$ cat src/fsu_pkg.sv
// shared constants and carrier types for the flash protect and security unit
package fsu_pkg;
   // register bus map, byte addresses on a 32-bit wishbone
   localparam logic [7:0] FSU_OFS_PROT = 8'h00;
   localparam logic [7:0] FSU_OFS_OPT = 8'h04;
   localparam logic [7:0] FSU_OFS_CFG = 8'h08;
   localparam logic [7:0] FSU_OFS_STAT = 8'h0c;
   // nonvolatile locations in the flash register block
   localparam logic [15:0] FSU_NV_PROT_ADDR = 16'hffbd;
   localparam logic [15:0] FSU_NV_OPT_ADDR = 16'hffbf;
   localparam logic [15:0] FSU_KEY_BASE = 16'hffb0;
   // protection byte layout
   localparam int FSU_PROT_DIS_BIT = 0;
   localparam int FSU_BND_LSB = 1;
   localparam int FSU_BND_W = 7;
   localparam int FSU_PAGE_BITS = 9;
   localparam logic [6:0] FSU_BND_NONE = 7'h7f;
   localparam logic [6:0] FSU_BND_ALL = 7'h00;
   // option byte layout
   localparam int FSU_SEC_LSB = 0;
   localparam logic [1:0] FSU_SEC_OPEN = 2'h2;
   localparam int FSU_NORED_BIT = 6;
   localparam int FSU_BACKDOOR_ENABLE_BIT_BIT = 7;
   // config byte layout
   localparam int FSU_KEY_ACCESS_BIT_BIT = 5;
   // status word layout
   localparam int FSU_ST_SECURE = 0;
   localparam int FSU_ST_UNLOCKED = 1;
   localparam int FSU_ST_PROT_ON = 2;
   localparam int FSU_ST_REDIR_ON = 3;
   localparam int FSU_ST_BGND_OK = 4;
   localparam int FSU_ST_KEY_BAD = 5;
   // reset values of working registers, erased flash reads as ones
   localparam logic [7:0] FSU_PROT_RST = 8'hff;
   localparam logic [7:0] FSU_OPT_RST = 8'hff;
   localparam logic [7:0] FSU_CFG_RST = 8'h00;
   // vector space
   localparam logic [15:0] FSU_VEC_LO = 16'hffc0;
   localparam logic [15:0] FSU_VEC_HI = 16'hfffd;
   // flash commands
   localparam logic [7:0] FSU_CMD_BLANK = 8'h05;
   localparam logic [7:0] FSU_CMD_PROG = 8'h20;
   localparam logic [7:0] FSU_CMD_BURST = 8'h25;
   localparam logic [7:0] FSU_CMD_PAGE = 8'h40;
   localparam logic [7:0] FSU_CMD_MASS = 8'h41;
   localparam int FSU_KEY_BYTES = 8;

   // memory access from the cpu or the background controller
   typedef struct packed {
      logic valid;
      logic write;
      logic vec_fetch;
      logic src_secure;
      logic from_bdm;
      logic tgt_secure;
      logic [15:0] addr;
      logic [7:0] wdata;
   } fsu_mem_req_t;

   // flash command presented at launch
   typedef struct packed {
      logic valid;
      logic from_bdm;
      logic [7:0] code;
      logic [15:0] addr;
   } fsu_cmd_t;

   // verdict on a launched command
   typedef struct packed {
      logic accept;
      logic prot_reject;
      logic access_err;
   } fsu_cmd_res_t;

   typedef enum logic [2:0] {
      KS_IDLE = 3'b001,
      KS_ENTER = 3'b010,
      KS_CHECK = 3'b100
   } fsu_key_st_t;
endpackage

$ cat src/fsu_flash_guard.sv
// flash block protection, vector redirection and security gate
`timescale 1ns/1ps
module fsu_flash_guard
   import fsu_pkg::*;
#(
   parameter int KEY_BYTES = FSU_KEY_BYTES
) (
   input wire logic i_ref_clk,
   input wire logic i_rst,
   // wishbone classic slave
   input wire logic i_wb_cyc,
   input wire logic i_wb_stb,
   input wire logic i_wb_we,
   input wire logic [7:0] i_wb_adr,
   input wire logic [3:0] i_wb_sel,
   input wire logic [31:0] i_wb_dat,
   input wire logic i_wb_bdm,
   output logic [31:0] o_wb_dat,
   output logic o_wb_ack,
   // nonvolatile bytes and stored key
   input wire logic [7:0] i_nv_prot,
   input wire logic [7:0] i_nv_opt,
   input wire logic [KEY_BYTES*8-1:0] i_backdoor_key,
   input wire logic i_background_mode_pin,
   // memory access path
   input wire fsu_mem_req_t i_mem_req,
   input wire logic [7:0] i_mem_rdata,
   output logic [15:0] o_mem_addr,
   output logic o_mem_wr_en,
   output logic o_mem_rd_en,
   output logic [7:0] o_mem_rdata,
   output logic o_key_capture,
   // command launch
   input wire fsu_cmd_t i_cmd,
   output fsu_cmd_res_t o_cmd_res,
   // blank check outcome, one-cycle pulse
   input wire logic i_blank_done,
   input wire logic i_blank_pass,
   input wire logic i_blank_bdm,
   // debug permissions
   output logic o_debug_en_ok,
   output logic o_bgnd_mode_ok,
   output logic o_secure
);
   localparam int IW = $clog2(KEY_BYTES);

   initial begin
      if (KEY_BYTES != FSU_KEY_BYTES)
         $error("fsu_flash_guard: key length must be eight bytes");
   end

   logic [7:0] working_protect_reg_r;
   logic [7:0] working_option_reg_r;
   logic [7:0] flash_config_reg_r;
   logic load_pend_r;
   logic bgnd_req_r;
   logic unlocked_r;
   logic key_bad_r;
   logic ack_r;
   logic [31:0] rdat_r;
   fsu_key_st_t key_st_r;
   fsu_key_st_t key_st_nxt;

   logic [6:0] boundary_select_upper;
   logic [15:0] last_unprot;
   logic prot_on;
   logic partial;
   logic redir_on;
   logic [1:0] security_state_bits;
   logic secure;
   logic backdoor_enable_bit;
   logic key_access_bit;
   logic wb_req;
   logic wb_wr;
   logic key_wr;
   logic key_match;
   logic blocked;
   logic cfg_wr;
   logic key_access_bit_new;

   function automatic logic addr_protected(input logic [15:0] a, input logic on,
                                           input logic [15:0] last);
      addr_protected = on && ((a > last) || (a >= FSU_VEC_LO));
   endfunction

   function automatic logic in_key_range(input logic [15:0] a);
      in_key_range = (a >= FSU_KEY_BASE) && (a < FSU_KEY_BASE + 16'(KEY_BYTES));
   endfunction

   // decode of the working copies
   assign boundary_select_upper = working_protect_reg_r[FSU_BND_LSB +: FSU_BND_W];
   assign last_unprot = {boundary_select_upper, {FSU_PAGE_BITS{1'b1}}};
   assign prot_on = !working_protect_reg_r[FSU_PROT_DIS_BIT];
   assign partial = prot_on && (boundary_select_upper != FSU_BND_NONE)
                    && (boundary_select_upper != FSU_BND_ALL);
   assign redir_on = partial && !working_option_reg_r[FSU_NORED_BIT];
   assign security_state_bits = working_option_reg_r[FSU_SEC_LSB +: 2];
   assign secure = (security_state_bits != FSU_SEC_OPEN) && !unlocked_r;
   assign backdoor_enable_bit = working_option_reg_r[FSU_BACKDOOR_ENABLE_BIT_BIT];
   assign key_access_bit = flash_config_reg_r[FSU_KEY_ACCESS_BIT_BIT];

   // wishbone decode
   assign wb_req = i_wb_cyc && i_wb_stb && !ack_r;
   assign wb_wr = wb_req && i_wb_we && i_wb_sel[0];
   assign cfg_wr = wb_wr && (i_wb_adr == FSU_OFS_CFG);
   assign key_access_bit_new = i_wb_dat[FSU_KEY_ACCESS_BIT_BIT];

   // nonvolatile bytes are taken in the first cycle after reset release,
   // so reset itself only ever loads constants
   always_ff @(posedge i_ref_clk) begin
      if (i_rst) begin
         load_pend_r <= 1'b1;
      end else begin
         load_pend_r <= 1'b0;
      end
   end

   always_ff @(posedge i_ref_clk) begin
      if (i_rst) begin
         working_protect_reg_r <= FSU_PROT_RST;
      end else if (load_pend_r) begin
         working_protect_reg_r <= i_nv_prot;
      end else if (wb_wr && i_wb_bdm && (i_wb_adr == FSU_OFS_PROT)) begin
         working_protect_reg_r <= i_wb_dat[7:0];
      end
   end

   // option register is read-only to software, changed only by reload
   always_ff @(posedge i_ref_clk) begin
      if (i_rst) begin
         working_option_reg_r <= FSU_OPT_RST;
      end else if (load_pend_r) begin
         working_option_reg_r <= i_nv_opt;
      end
   end

   // background mode pin sampled at release of reset
   always_ff @(posedge i_ref_clk) begin
      if (i_rst) begin
         bgnd_req_r <= 1'b0;
      end else if (load_pend_r) begin
         bgnd_req_r <= !i_background_mode_pin;
      end
   end

   always_ff @(posedge i_ref_clk) begin
      if (i_rst) begin
         flash_config_reg_r <= FSU_CFG_RST;
      end else if (cfg_wr) begin
         flash_config_reg_r <= {2'b00, key_access_bit_new, 5'b00000};
      end
   end

   // backdoor key entry sequence
   always_comb begin
      key_st_nxt = key_st_r;
      unique case (key_st_r)
         KS_IDLE: begin
            // only secure firmware with the backdoor enabled may start
            if (cfg_wr && key_access_bit_new && !i_wb_bdm && backdoor_enable_bit && secure) begin
               key_st_nxt = KS_ENTER;
            end
         end
         KS_ENTER: begin
            if (cfg_wr && !key_access_bit_new) begin
               key_st_nxt = i_wb_bdm ? KS_IDLE : KS_CHECK;
            end
         end
         KS_CHECK: begin
            key_st_nxt = KS_IDLE;
         end
         default: begin
            key_st_nxt = KS_IDLE;
         end
      endcase
   end

   always_ff @(posedge i_ref_clk) begin
      if (i_rst) begin
         key_st_r <= KS_IDLE;
      end else begin
         key_st_r <= key_st_nxt;
      end
   end

   // key writes must come from secure code, debug writes are not captured
   assign key_wr = i_mem_req.valid && i_mem_req.write && key_access_bit
                   && in_key_range(i_mem_req.addr)
                   && i_mem_req.src_secure && !i_mem_req.from_bdm
                   && (key_st_r == KS_ENTER);

   fsu_key_cmp #(
      .KEY_BYTES(KEY_BYTES)
   ) u_key_cmp (
      .i_ref_clk(i_ref_clk),
      .i_rst(i_rst),
      .i_clr(key_st_r == KS_IDLE),
      .i_wr(key_wr),
      .i_idx(i_mem_req.addr[IW-1:0]),
      .i_byte(i_mem_req.wdata),
      .i_key(i_backdoor_key),
      .o_match(key_match)
   );

   // unlock is sticky until reset; nothing here can relock
   always_ff @(posedge i_ref_clk) begin
      if (i_rst) begin
         unlocked_r <= 1'b0;
      end else if (key_st_r == KS_CHECK && key_match) begin
         unlocked_r <= 1'b1;
      end else if (i_blank_done && i_blank_pass && i_blank_bdm) begin
         unlocked_r <= 1'b1;
      end
   end

   always_ff @(posedge i_ref_clk) begin
      if (i_rst) begin
         key_bad_r <= 1'b0;
      end else if (key_st_r == KS_CHECK) begin
         key_bad_r <= !key_match;
      end
   end

   // memory gate
   assign blocked = secure && i_mem_req.tgt_secure
                    && (!i_mem_req.src_secure || i_mem_req.from_bdm);

   always_comb begin
      o_mem_addr = i_mem_req.addr;
      if (i_mem_req.vec_fetch && redir_on && (i_mem_req.addr >= FSU_VEC_LO)
          && (i_mem_req.addr <= FSU_VEC_HI)) begin
         // reset vector lies above the range and is never moved
         o_mem_addr = {last_unprot[15:FSU_PAGE_BITS],
                       i_mem_req.addr[FSU_PAGE_BITS-1:0]};
      end
   end

   assign o_key_capture = key_wr;
   assign o_mem_wr_en = i_mem_req.valid && i_mem_req.write && !blocked
                        && !(key_access_bit && in_key_range(i_mem_req.addr));
   assign o_mem_rd_en = i_mem_req.valid && !i_mem_req.write;

   // read data returns one cycle after the request
   always_ff @(posedge i_ref_clk) begin
      if (i_rst) begin
         o_mem_rdata <= 8'h00;
      end else if (o_mem_rd_en) begin
         o_mem_rdata <= blocked ? 8'h00 : i_mem_rdata;
      end
   end

   // command screening, results registered one cycle after launch
   always_ff @(posedge i_ref_clk) begin
      if (i_rst) begin
         o_cmd_res <= '0;
      end else begin
         o_cmd_res <= '0;
         if (i_cmd.valid) begin
            if (secure && i_cmd.from_bdm && (i_cmd.code != FSU_CMD_BLANK)
                && (i_cmd.code != FSU_CMD_MASS)) begin
               o_cmd_res.access_err <= 1'b1;
            end else if ((i_cmd.code == FSU_CMD_PROG || i_cmd.code == FSU_CMD_BURST
                          || i_cmd.code == FSU_CMD_PAGE)
                         && addr_protected(i_cmd.addr, prot_on, last_unprot)) begin
               o_cmd_res.prot_reject <= 1'b1;
            end else if (i_cmd.code == FSU_CMD_MASS && prot_on) begin
               // mass erase would reach into the protected block
               o_cmd_res.prot_reject <= 1'b1;
            end else begin
               o_cmd_res.accept <= 1'b1;
            end
         end
      end
   end

   assign o_secure = secure;
   assign o_debug_en_ok = !secure;
   assign o_bgnd_mode_ok = !secure || bgnd_req_r;

   // wishbone answer one cycle after the strobe
   always_ff @(posedge i_ref_clk) begin
      if (i_rst) begin
         ack_r <= 1'b0;
      end else begin
         ack_r <= wb_req;
      end
   end

   always_ff @(posedge i_ref_clk) begin
      if (i_rst) begin
         rdat_r <= 32'h0000_0000;
      end else if (wb_req) begin
         unique case (i_wb_adr)
            FSU_OFS_PROT: rdat_r <= {24'h00_0000, working_protect_reg_r};
            FSU_OFS_OPT: rdat_r <= {24'h00_0000, working_option_reg_r};
            FSU_OFS_CFG: rdat_r <= {24'h00_0000, flash_config_reg_r};
            FSU_OFS_STAT: begin
               rdat_r <= 32'h0000_0000;
               rdat_r[FSU_ST_SECURE] <= secure;
               rdat_r[FSU_ST_UNLOCKED] <= unlocked_r;
               rdat_r[FSU_ST_PROT_ON] <= prot_on;
               rdat_r[FSU_ST_REDIR_ON] <= redir_on;
               rdat_r[FSU_ST_BGND_OK] <= o_bgnd_mode_ok;
               rdat_r[FSU_ST_KEY_BAD] <= key_bad_r;
            end
            default: rdat_r <= 32'h0000_0000;
         endcase
      end
   end

   assign o_wb_ack = ack_r;
   assign o_wb_dat = rdat_r;
endmodule

$ cat src/fsu_key_cmp.sv
// backdoor key capture buffer and comparator
`timescale 1ns/1ps
module fsu_key_cmp #(
   parameter int KEY_BYTES = 8
) (
   input wire logic i_ref_clk,
   input wire logic i_rst,
   input wire logic i_clr,
   input wire logic i_wr,
   input wire logic [$clog2(KEY_BYTES)-1:0] i_idx,
   input wire logic [7:0] i_byte,
   input wire logic [KEY_BYTES*8-1:0] i_key,
   output logic o_match
);
   localparam int IW = $clog2(KEY_BYTES);

   initial begin
      if (KEY_BYTES < 2 || (1 << IW) != KEY_BYTES)
         $error("fsu_key_cmp: KEY_BYTES must be a power of two");
   end

   logic [7:0] key_r [KEY_BYTES];
   logic [IW:0] next_r;
   logic order_bad_r;
   logic eq;

   always_ff @(posedge i_ref_clk) begin
      if (i_rst || i_clr) begin
         for (int i = 0; i < KEY_BYTES; i++) begin
            key_r[i] <= 8'h00;
         end
      end else if (i_wr) begin
         key_r[i_idx] <= i_byte;
      end
   end

   // bytes out of ascending order spoil the attempt
   always_ff @(posedge i_ref_clk) begin
      if (i_rst || i_clr) begin
         next_r <= '0;
         order_bad_r <= 1'b0;
      end else if (i_wr) begin
         if ({1'b0, i_idx} != next_r) begin
            order_bad_r <= 1'b1;
         end
         next_r <= next_r + 1'b1;
      end
   end

   always_comb begin
      eq = 1'b1;
      for (int i = 0; i < KEY_BYTES; i++) begin
         if (key_r[i] != i_key[i*8 +: 8]) begin
            eq = 1'b0;
         end
      end
   end

   assign o_match = eq && !order_bad_r && (next_r == (IW+1)'(KEY_BYTES));
endmodule

$ cat config.mk
export PLATFORM = sky130hd
export DESIGN_NAME = fsu_flash_guard
export DESIGN_NICKNAME = d
export VERILOG_FILES = /design/src/fsu_pkg.sv /design/src/fsu_flash_guard.sv /design/src/fsu_key_cmp.sv
export SDC_FILE = /design/constraint.sdc
export NUM_CORES = 1
export LEC_CHECK = 0
export ABC_CLOCK_PERIOD_IN_PS = 2550
export BUFFER_PORTS_ARGS = -buffer_cell sky130_fd_sc_hd__buf_4
export CAP_MARGIN = 20
export CORE_MARGIN = 2
export CORE_UTILIZATION = 44
export DETAILED_ROUTE_END_ITERATION = 10
export GPL_TIMING_DRIVEN = 0
export PLACE_DENSITY = 0.76
export SETUP_SLACK_MARGIN = 0.15
export SLEW_MARGIN = 30
export SYNTH_ARGS = -nofsm -noshare
export SYNTH_HDL_FRONTEND = slang
export SYNTH_SLANG_ARGS = --single-unit
$ cat constraint.sdc
create_clock -name i_ref_clk -period 2.55 [get_ports i_ref_clk]
set_input_delay 0.51 -clock i_ref_clk [delete_from_list [all_inputs] [get_ports i_ref_clk]]
set_output_delay 0.51 -clock i_ref_clk [all_outputs]
set_load 0.005 [all_outputs]
==> results of run 1 <==
stage by stage:
stage	total power, mW	utilization	instance area, µm²	setup slack [ns]
finish	5.08	0.664	9150	-0.211
floorplan	2.25	-	6260	0.139
CTS	5.07	0.655	9010	-0.248
detailed placement	2.61	0.586	8070	-0.600
global placement	2.59	0.586	8070	-0.517
global route	5.22	0.664	9150	-0.263
cell usage in the layout, fill, tap and decap left out, drive strengths merged, types with 14 or more instances in the layout:
cell type / count
buf: 274
and2: 64
edfxtp: 64
xnor2: 50
dfxtp: 49
nor2: 29
clkbuf: 29
conb: 24
nand2b: 24
xor2: 22
nand4: 20
mux2i: 17
inv: 17
a22oi: 15
mux2: 15
nor4: 14
nor3: 14
repair_timing:
action | 4_1_cts | 5_1_grt
hold buffers | 0 | 0
endpoints found under the setup margin | 72 | 41
setup buffers | 21 | 7
pin swaps | 12 | 10
gates resized for setup | 41 | 22
area by class of cell:
cell class                 count  area, µm²  area share
inverter                      16       60.1     0.00656
tap                          180        225      0.0246
multi-input combinational    409       3140       0.343
sequential                   113       2920       0.319
buffer                        47        314      0.0343
clock inverter                15        191      0.0209
clock buffer                  17        425      0.0465
timing repair buffer         239       1880       0.206
sequential cells by signal, indices dropped and copies added (netlist names):
register               cells
working_option_reg_r       8
o_wb_dat                   8
o_wb_ack                   1
key_st_r                   3
unlocked_r                 1
o_mem_rdata                8
load_pend_r                1
o_cmd_res                  3
bgnd_req_r                 1
key_bad_r                  1
flash_config_reg_r         1
u_key_cmp.key_r           64
u_key_cmp.order_bad_r      1
working_protect_reg_r      8
u_key_cmp.next_r           4
metal layers:
metal	part of all wire	vias up
met5	0	-
met3	0.081	40
met1	0.37	2568
li1	-	2528
met2	0.53	248
met4	0.025	0
cell families (layout without fill, tap and decap cells):
logic type,Yosys count,after routing,share of synthesized area
xor gates and xnor gates,72,72,0.102
AOI/OAI and AO/OA,54,54,0.0648
adders and majority gates,9,9,0.0183
and+or+nand+nor,217,217,0.221
other,1,24,0.000609
muxes,33,33,0.0630
buffers and inverters,63,334,0.0587
DFF,113,113,0.471
worst max path at each step:
stage / end / slack, ns / depth (start not counted)
floorplan: o_mem_addr[10] / 0.14 / 6
global placement: u_key_cmp.key_r[6][3] / -0.52 / 6
detailed placement: u_key_cmp.key_r[6][3] / -0.60 / 6
CTS: o_mem_addr[9] / -0.25 / 8
global route: o_mem_addr[13] / -0.26 / 6
finish: o_mem_addr[13] / -0.21 / 6
power by group:
part	switching, mW	total [mW]	leakage (nW)	internal, mW
Combinational	0.272	0.637	2.64	0.365
Clock	0.849	2.47	0.294	1.62
Sequential	0.0292	1.97	1.19	1.94
Total	1.15	5.08	4.12	3.93
==> reports/metrics.cfg, run 1 <==
[run_status]
status = finished, violations left
failed_checks = negative setup slack

[timing]
whs_ns = 0.290
fin_ws_ns = -0.211
fin_skew_ns = 0.00685
rsz0062_at_grt = true
hold_viol_final = 0
tightest_slew_ns = 0.772
max_freq_mhz = 362
slew_viol_final = 0
max_slew_margin = 0.481
min_period_over_period = 1.08
setup_viol = 8
fin_crit_ns = 2.76
fin_setup_tns_ns = -1.55

[clocking]
cts.sinks = 113
h-tree-depth = 4
clk_latency_ns = 0.41
clock_path_buffers = 2
numCtsBuffers = 17
path_clk_slew_ns = 0.06
cts_tree = built
root_buffer = clkbuf_16

[placement]
placed_cells = 976
gp_congestion = 0.884
dpl.hpwl_um = 13600
port_buffers = 211

[worst_setup_path]
cp-end-kind = output pin
crit_fanout = 7
cp.arrival_ns = 2.25
worstReg2RegEnd = o_wb_dat[3]
crit_chain = or4_4 > nor4_4 > or4b_4 > buf_8 > mux2_4 > buf_6
critPathTopFamily = simple AND/OR/NAND/NOR gates
crit_start = working_protect_reg_r[4]
worstPathRequired_ns = 2.04
crit_path_max_incr_delay_ns = 0.53
crit_buf_inv = 2
worstRegToRegCells = 18
ff2ff_setup_slack_ns = -0.16
worstSetupPathType = flip-flop to output pin
cp_slowest_cell = or4_4
r2r_start = working_protect_reg_r[4]
critPathLaunchType = flip-flop

[logic_synthesis]
yosys.cell_types.count = 60
synth.largest_area_cell = edfxtp_1
ys_top_cells_by_count = and2_1 (64), edfxtp_1 (64), xnor2_1 (50), dfxtp_1 (49), buf_4 (33)
ys_seq_area_frac = 0.471
synth_cells = 562
synth_edf_count = 64
mappedNetlistArea_um2 = 6160
avgSynthCellArea_um2 = 11.0
ys_ff_latch = 113
yosysTopAreaCellShare = 0.312
yosysWarningCount = 0
synth_flop_cell = edfxtp_1
synthArstFlopShare = 0
yosys-top-cells-area = edfxtp_1 (31%), dfxtp_1 (16%), xnor2_1 (7.1%)

[pwr]
power_density_nw_per_um2 = 555
vdd_drop_max_v = 0.000490
p_leak_nw = 4.12

[routing]
viasPerCell = 5.20
vias = 5384
drc_errors = 0
firstDrtPassIters = 5
drt-initial-drc-count = 364
routedWlPerCell_um = 17.8
ant_nets = 0
wirelength_um = 18500

[cells_and_area]
fin_nets = 1050
syn2layout_area_growth_pct = 48.5
finalNonFillerCells = 1036
fillers = 1055
drive_gt1_frac = 0.417
antenna_cells = 0

[run]
max_cap_viol_count = 0

[hold_path]
min_path_type = primary input to flip-flop
hold_start = i_background_mode_pin
worstHoldEndpoint = bgnd_req_r
whs_path_depth = 2

[grt]
grt_pass1_vias = 5340
antenna_found_initial = 0
grt_max_degree = 17
grt_overflow = 0
use_met3 = 0.0572
grt_util_met2 = 0.439
use_met1 = 0.277
grt_pass1_wl_um = 27300
grt.total_usage = 0.244
busiest_layer = met2

[floorplanning]
core_area_um2 = 13800
ios = 264
start_util = 0.447
die_y_um = 122
fp-row-count = 43
die_x_um = 122
dieArea_um2 = 15000

(Power assumes the default switching activity.)
==> run 2: changes to the inputs <==
--- a/config.mk
+++ b/config.mk
@@ -13,7 +13,6 @@
 export DETAILED_ROUTE_END_ITERATION = 10
 export GPL_TIMING_DRIVEN = 0
 export PLACE_DENSITY = 0.76
-export SETUP_SLACK_MARGIN = 0.15
 export SLEW_MARGIN = 30
 export SYNTH_ARGS = -nofsm -noshare
 export SYNTH_HDL_FRONTEND = slang
==> run 2 against run 1 <==
  * The flow still finishes with violations (negative setup slack)
  * Fmax rose by 1.2%
  * Critical endpoint is now o_mem_addr[10]
  * Utilization fell by 1.4 points
  * Count of clock-buffer cells in the layout up 1
  * Clock skew hardly changed
  * Cell count is 0.87% lower
  * Die area is the same
  * Hold slack got worse by 0.0059 ns
  * Global-route usage down 0.065 points
==> reports/metrics.cfg, run 2 (synthesized netlist as in run 1, its figures left out) <==
[routing]
drt-initial-drc-count = 310  ; -15%
wirelength_um = 18200  ; -1.5%
viasPerCell = 5.12  ; -1.4%
routedWlPerCell_um = 17.7  ; -0.67%
drc_errors = 0  ; unchanged
ant_nets = 0  ; unchanged
firstDrtPassIters = 4  ; -1
vias = 5263  ; -2.2%

[grt]
grt_pass1_vias = 5377  ; +0.69%
grt_overflow = 0  ; unchanged
grt.total_usage = 0.243  ; -0.000646
grt_pass1_wl_um = 27300  ; -0.13%
grt_max_degree = 17  ; unchanged
antenna_found_initial = 0  ; unchanged

[floorplanning]
dieArea_um2 = 15000  ; unchanged
start_util = 0.447  ; unchanged
die_y_um = 122  ; unchanged
fp-row-count = 43  ; unchanged
core_area_um2 = 13800  ; unchanged
ios = 264  ; unchanged
die_x_um = 122  ; unchanged

[clocking]
h-tree-depth = 4  ; unchanged
clk_latency_ns = 0.42  ; about the same
cts_tree = built
root_buffer = clkbuf_16
path_clk_slew_ns = 0.05  ; about the same
clock_path_buffers = 2  ; unchanged
ctsHoldBuffers = 0  ; unchanged
numCtsBuffers = 17  ; unchanged
cts.sinks = 113  ; unchanged

[timing]
whs_ns = 0.284  ; -0.00586 ns
rsz0062_at_grt = true
max_freq_mhz = 366  ; +1.2%
hold_viol_final = 0  ; unchanged
fin_ws_ns = -0.180  ; +0.0314 ns
fin_crit_ns = 2.73  ; -0.0314 ns
tightest_slew_ns = 0.700  ; -0.0720 ns
setup_viol = 7  ; -1
min_period_over_period = 1.07  ; -0.0123
max_slew_margin = 0.533  ; +0.0519
fin_skew_ns = 0.00696  ; +0.000107 ns
slew_viol_final = 0  ; unchanged

[pwr]
p_total_mw = 4.87  ; -4.1%
power_density_nw_per_um2 = 544  ; -2.0%
p_leak_nw = 4.03  ; -2.4%
vdd_drop_max_v = 0.000389  ; -21%

[worst_setup_path]
r2r_start = working_protect_reg_r[4]
worstSetupPathType = flip-flop to output pin
worstRegToRegCells = 14  ; -4
cp-end-kind = output pin
worstReg2RegEnd = o_wb_dat[3]
worstPathRequired_ns = 2.04  ; about the same
cp.arrival_ns = 2.22  ; -0.03 ns
crit_fanout = 7  ; unchanged
ff2ff_setup_slack_ns = 0.11  ; +0.27 ns
critPathLaunchType = flip-flop

[cells_and_area]
antenna_cells = 0  ; unchanged
fin_nets = 1041  ; -0.86%
final_area_um2 = 8950  ; -2.1%
layout_common_cells = buf_4 (257), and2_1 (64), edfxtp_1 (64)
drive_gt1_frac = 0.410  ; -0.00737
top_register = u_key_cmp.key_r
fillers = 1065  ; +0.95%
largest_reg_flops = 64  ; unchanged
layout_commonest_cell = buf_4
syn2layout_area_growth_pct = 45.4

[run]
max_cap_viol_count = 0  ; unchanged

[placement]
port_buffers = 211  ; unchanged
place_area_um2 = 8060  ; -0.14%
gp_congestion = 0.885  ; about the same
dpl.hpwl_um = 13700  ; +0.20%

[run_status]
failed_checks = negative setup slack
status = finished, violations left

[hold_path]
hold_start = i_rst
whs_path_depth = 1  ; -1
worstHoldEndpoint = load_pend_r
min_path_type = primary input to flip-flop

[run 2: how the worst max path moves through the flow]
stage / start / end / cells after the start
final: working_protect_reg_r[4] / o_mem_addr[10] / 5
after global routing: working_protect_reg_r[4] / o_mem_addr[10] / 5
after CTS: working_protect_reg_r[4] / o_mem_addr[13] / 6
after detailed placement: i_mem_req[13] / u_key_cmp.key_r[6][7] / 6
after global placement: i_mem_req[13] / u_key_cmp.key_r[6][2] / 6
after floorplan: i_mem_req[16] / o_mem_addr[10] / 6
[run 2: layout make-up]
cell class | instances | area (µm²) | share of cell area
sequential | 113 | 2920 | 0.326
buffer | 46 | 298 | 0.0333
tap | 180 | 225 | 0.0252
multi-input combinational | 409 | 3120 | 0.349
timing repair buffer | 231 | 1760 | 0.197
clock inverter | 14 | 143 | 0.0159
clock buffer | 18 | 429 | 0.0479
inverter | 16 | 60.1 | 0.00671
[run 2: worst max-delay path, cell delays in order (launching register included)]
cell and delay (ns):
dfxtp_4 0.34, or4_4 0.54, nor4_4 0.20, or4b_4 0.29, mux2_4 0.32, buf_6 0.12
[run 2: per-layer routing]
metal  vias up  share of wire  GRT usage
met5         -              0          0
met4         0          0.028      0.106
met3        41          0.080     0.0544
met2       244           0.53      0.443
met1      2471           0.36      0.271
li1       2507              -          -
[run 2: power by group]
part | switching (mW) | internal [mW] | leakage [nW]
combinational | 0.265 | 0.363 | 2.57
sequential | 0.0290 | 1.94 | 1.19
clock | 0.846 | 1.43 | 0.265
[run 2: what timing repair did]
item	in CTS	in global routing
endpoints found under the setup margin	71	72
buffers inserted	15	7
pin swaps	6	9
gates cloned	0	0
endpoints found under the hold margin	0	0
gates resized for setup	33	14
[run 2: through the flow]
stage / util / std cells / setup WS (ns) / TNS (ns)
final: 0.650 / 1027 / -0.180 / -1.23
after global routing: 0.650 / 1027 / -0.244 / -1.68
after CTS: 0.645 / 1023 / -0.256 / -1.86
after detailed placement: 0.585 / 976 / -0.677 / -42.01
after global placement: 0.585 / 976 / -0.583 / -34.38
after floorplan: - / 585 / 0.0663 / 0
==> run 3: changes to the inputs <==
--- a/config.mk
+++ b/config.mk
@@ -5,14 +5,14 @@
 export SDC_FILE = /design/constraint.sdc
 export NUM_CORES = 1
 export LEC_CHECK = 0
-export ABC_CLOCK_PERIOD_IN_PS = 2550
+export ABC_CLOCK_PERIOD_IN_PS = 2900
 export BUFFER_PORTS_ARGS = -buffer_cell sky130_fd_sc_hd__buf_4
 export CAP_MARGIN = 20
 export CORE_MARGIN = 2
-export CORE_UTILIZATION = 44
+export CORE_UTILIZATION = 48
 export DETAILED_ROUTE_END_ITERATION = 10
 export GPL_TIMING_DRIVEN = 0
-export PLACE_DENSITY = 0.76
+export PLACE_DENSITY = 0.78
 export SLEW_MARGIN = 30
 export SYNTH_ARGS = -nofsm -noshare
 export SYNTH_HDL_FRONTEND = slang
==> constraint.sdc (replaced) <==
create_clock -name i_ref_clk -period 2.9 [get_ports i_ref_clk]
set_input_delay 0.58 -clock i_ref_clk [delete_from_list [all_inputs] [get_ports i_ref_clk]]
set_output_delay 0.58 -clock i_ref_clk [all_outputs]
set_load 0.005 [all_outputs]
==> run 3 against run 2 <==
  * The run now ends clean
  * Combinational power shrank 13%
  * Critical path depth rose by 2
  * Hold slack better by 0.086 ns
  * Sequential share of layout area increased by 0.45 points
  * Worst setup slack improved by 0.20 ns
  * Clock skew grew 0.0080 ns
  * Count of clock-buffer cells in the layout fell by 1
==> reports/metrics.cfg, run 3 (synthesized netlist as in run 1, its figures left out) <==
[timing]
max_freq_mhz = 347
fin_setup_tns_ns = 0  ; +1.23 ns
min_period_over_period = 0.994
hold_viol_final = 0  ; unchanged
setup_viol = 0  ; -7
tightest_slew_ns = 0.740  ; +0.0395 ns
max_slew_margin = 0.503  ; -0.0301
rsz0062_at_grt = true
fin_ws_ns = 0.0167  ; +0.197 ns
fin_skew_ns = 0.0149  ; +0.00799 ns
fin_crit_ns = 2.88
slew_viol_final = 0  ; unchanged

[cells_and_area]
syn2layout_area_growth_pct = 42.7
drive_gt1_frac = 0.380  ; -0.0302
layout_commonest_cell = buf_4
layout_common_cells = buf_4 (234), and2_1 (64), edfxtp_1 (64)
top_register = u_key_cmp.key_r
fin_nets = 1024  ; -1.6%
antenna_cells = 0  ; unchanged
largest_reg_flops = 64  ; unchanged
final_area_um2 = 8790  ; -1.8%

[clocking]
cts_tree = built
ctsHoldBuffers = 0  ; unchanged
root_buffer = clkbuf_16
clk_latency_ns = 0.41  ; about the same
numCtsBuffers = 17  ; unchanged
clock_path_buffers = 2  ; unchanged
cts.sinks = 113  ; unchanged
path_clk_slew_ns = 0.06  ; about the same
h-tree-depth = 4  ; unchanged

[worst_setup_path]
worstSetupPathType = primary input to output pin
worstPathRequired_ns = 2.32  ; +0.28 ns
crit_start = i_mem_req[22]
cp.arrival_ns = 2.30  ; +0.08 ns
cp-end-kind = output pin
worstRegToRegCells = 5  ; -9
crit_fanout = 7  ; unchanged
crit_path_end = o_mem_addr[11]
r2r_start = key_st_r[0]
critPathLaunchType = primary input
worstReg2RegEnd = u_key_cmp.key_r[6][2]
ff2ff_setup_slack_ns = 0.08  ; -0.03 ns

[placement]
gp_congestion = 0.877  ; -0.87%
port_buffers = 211  ; unchanged
dpl.hpwl_um = 14100  ; +3.2%
place_area_um2 = 8050  ; -0.12%
dpl_worst_slack_ns = -0.284  ; +0.393 ns

[routing]
firstDrtPassIters = 5  ; +1
vias = 5279  ; +0.30%
viasPerCell = 5.27  ; +2.8%
ant_nets = 0  ; unchanged
routedWlPerCell_um = 18.6  ; +4.7%
drc_errors = 0  ; unchanged
drt-initial-drc-count = 366  ; +18%
wirelength_um = 18600  ; +2.2%

[pwr]
p_leak_nw = 3.93  ; -2.4%
power_density_nw_per_um2 = 517  ; -4.9%
p_total_mw = 4.54  ; -6.7%
vdd_drop_max_v = 0.000358  ; -8.0%

[run_status]
status = complete, no violations

[run]
max_cap_viol_count = 0  ; unchanged

[grt]
grt_pass1_wl_um = 27000  ; -1.1%
grt.total_usage = 0.264  ; +0.0208
antenna_found_initial = 0  ; unchanged
grt_overflow = 0  ; unchanged
grt_pass1_vias = 5290  ; -1.6%
grt_max_degree = 17  ; unchanged

[floorplanning]
ios = 264  ; unchanged
start_util = 0.490  ; +0.0429
core_area_um2 = 12600  ; -8.7%
die_y_um = 117  ; -4.1%
die_x_um = 117  ; -4.1%
dieArea_um2 = 13800  ; -8.1%
fp-row-count = 41  ; -4.7%

[hold_path]
hold_start = i_background_mode_pin
min_path_type = primary input to flip-flop

## run 3: changes by cell type in the layout (fill, tap and decap cells not counted), sizes merged
cell	change
bufinv	+3
clkbuf	-1
buf	-17
inv	+2
clkinvlp	-3
clkinv	-1
## run 3: how the worst min path moves through the flow
stage          cells past startpoint                     to  slack, ns
3_3_place_gp                       2            o_wb_dat[3]       0.45
6_report                           2             bgnd_req_r       0.37
5_1_grt                            2             bgnd_req_r       0.35
4_1_cts                            2             bgnd_req_r       0.36
3_5_place_dp                       2            o_wb_dat[3]       0.45
2_1_floorplan                      2  u_key_cmp.order_bad_r       0.44
## run 3: layout make-up
class,instances,area (µm²)
timing repair buffer,214,1660
fill,928,3780
clock buffer,17,425
clock inverter,15,214
multi-input combinational,409,3020
buffer,46,297
inverter,16,60.1
tap,172,215
sequential,113,2900
## run 3: stage by stage
| step | hold slack, ns | std cells | util |
|---|---|---|---|
| 2_1_floorplan | 0.437 | 585 | - |
| 3_3_place_gp | 0.451 | 968 | 0.640 |
| 3_5_place_dp | 0.450 | 968 | 0.640 |
| 4_1_cts | 0.360 | 1002 | 0.697 |
| 5_1_grt | 0.354 | 1002 | 0.699 |
| 6_report | 0.370 | 1002 | 0.699 |
## run 3: power by group
| group | internal [mW] | leakage [nW] | switching [mW] | total, mW |
|---|---|---|---|---|
| logic | 0.319 | 2.43 | 0.230 | 0.549 |
| registers | 1.70 | 1.19 | 0.0281 | 1.73 |
| clock network | 1.52 | 0.309 | 0.743 | 2.26 |
## run 3: critical path, stage by stage
cell,delay [ns]
buf_4,0.10
nand3_4,0.07
nor3_4,0.26
o2111ai_2,0.16
or4b_4,0.66
mux2_4,0.34
buf_6,0.12
## run 3: what timing repair did
item,in CTS,in global routing
gates cloned,0,0
endpoints found under the setup margin,7,48
buffers inserted,2,1
pin swaps,3,5
resized for setup,16,7
## run 3: metal layers
layer,up-vias,wire length (µm),track usage
met3,49,1550,0.0525
li1,2468,-,-
met4,0,725,0.132
met5,-,0,0
met2,283,9390,0.464
met1,2479,6940,0.307
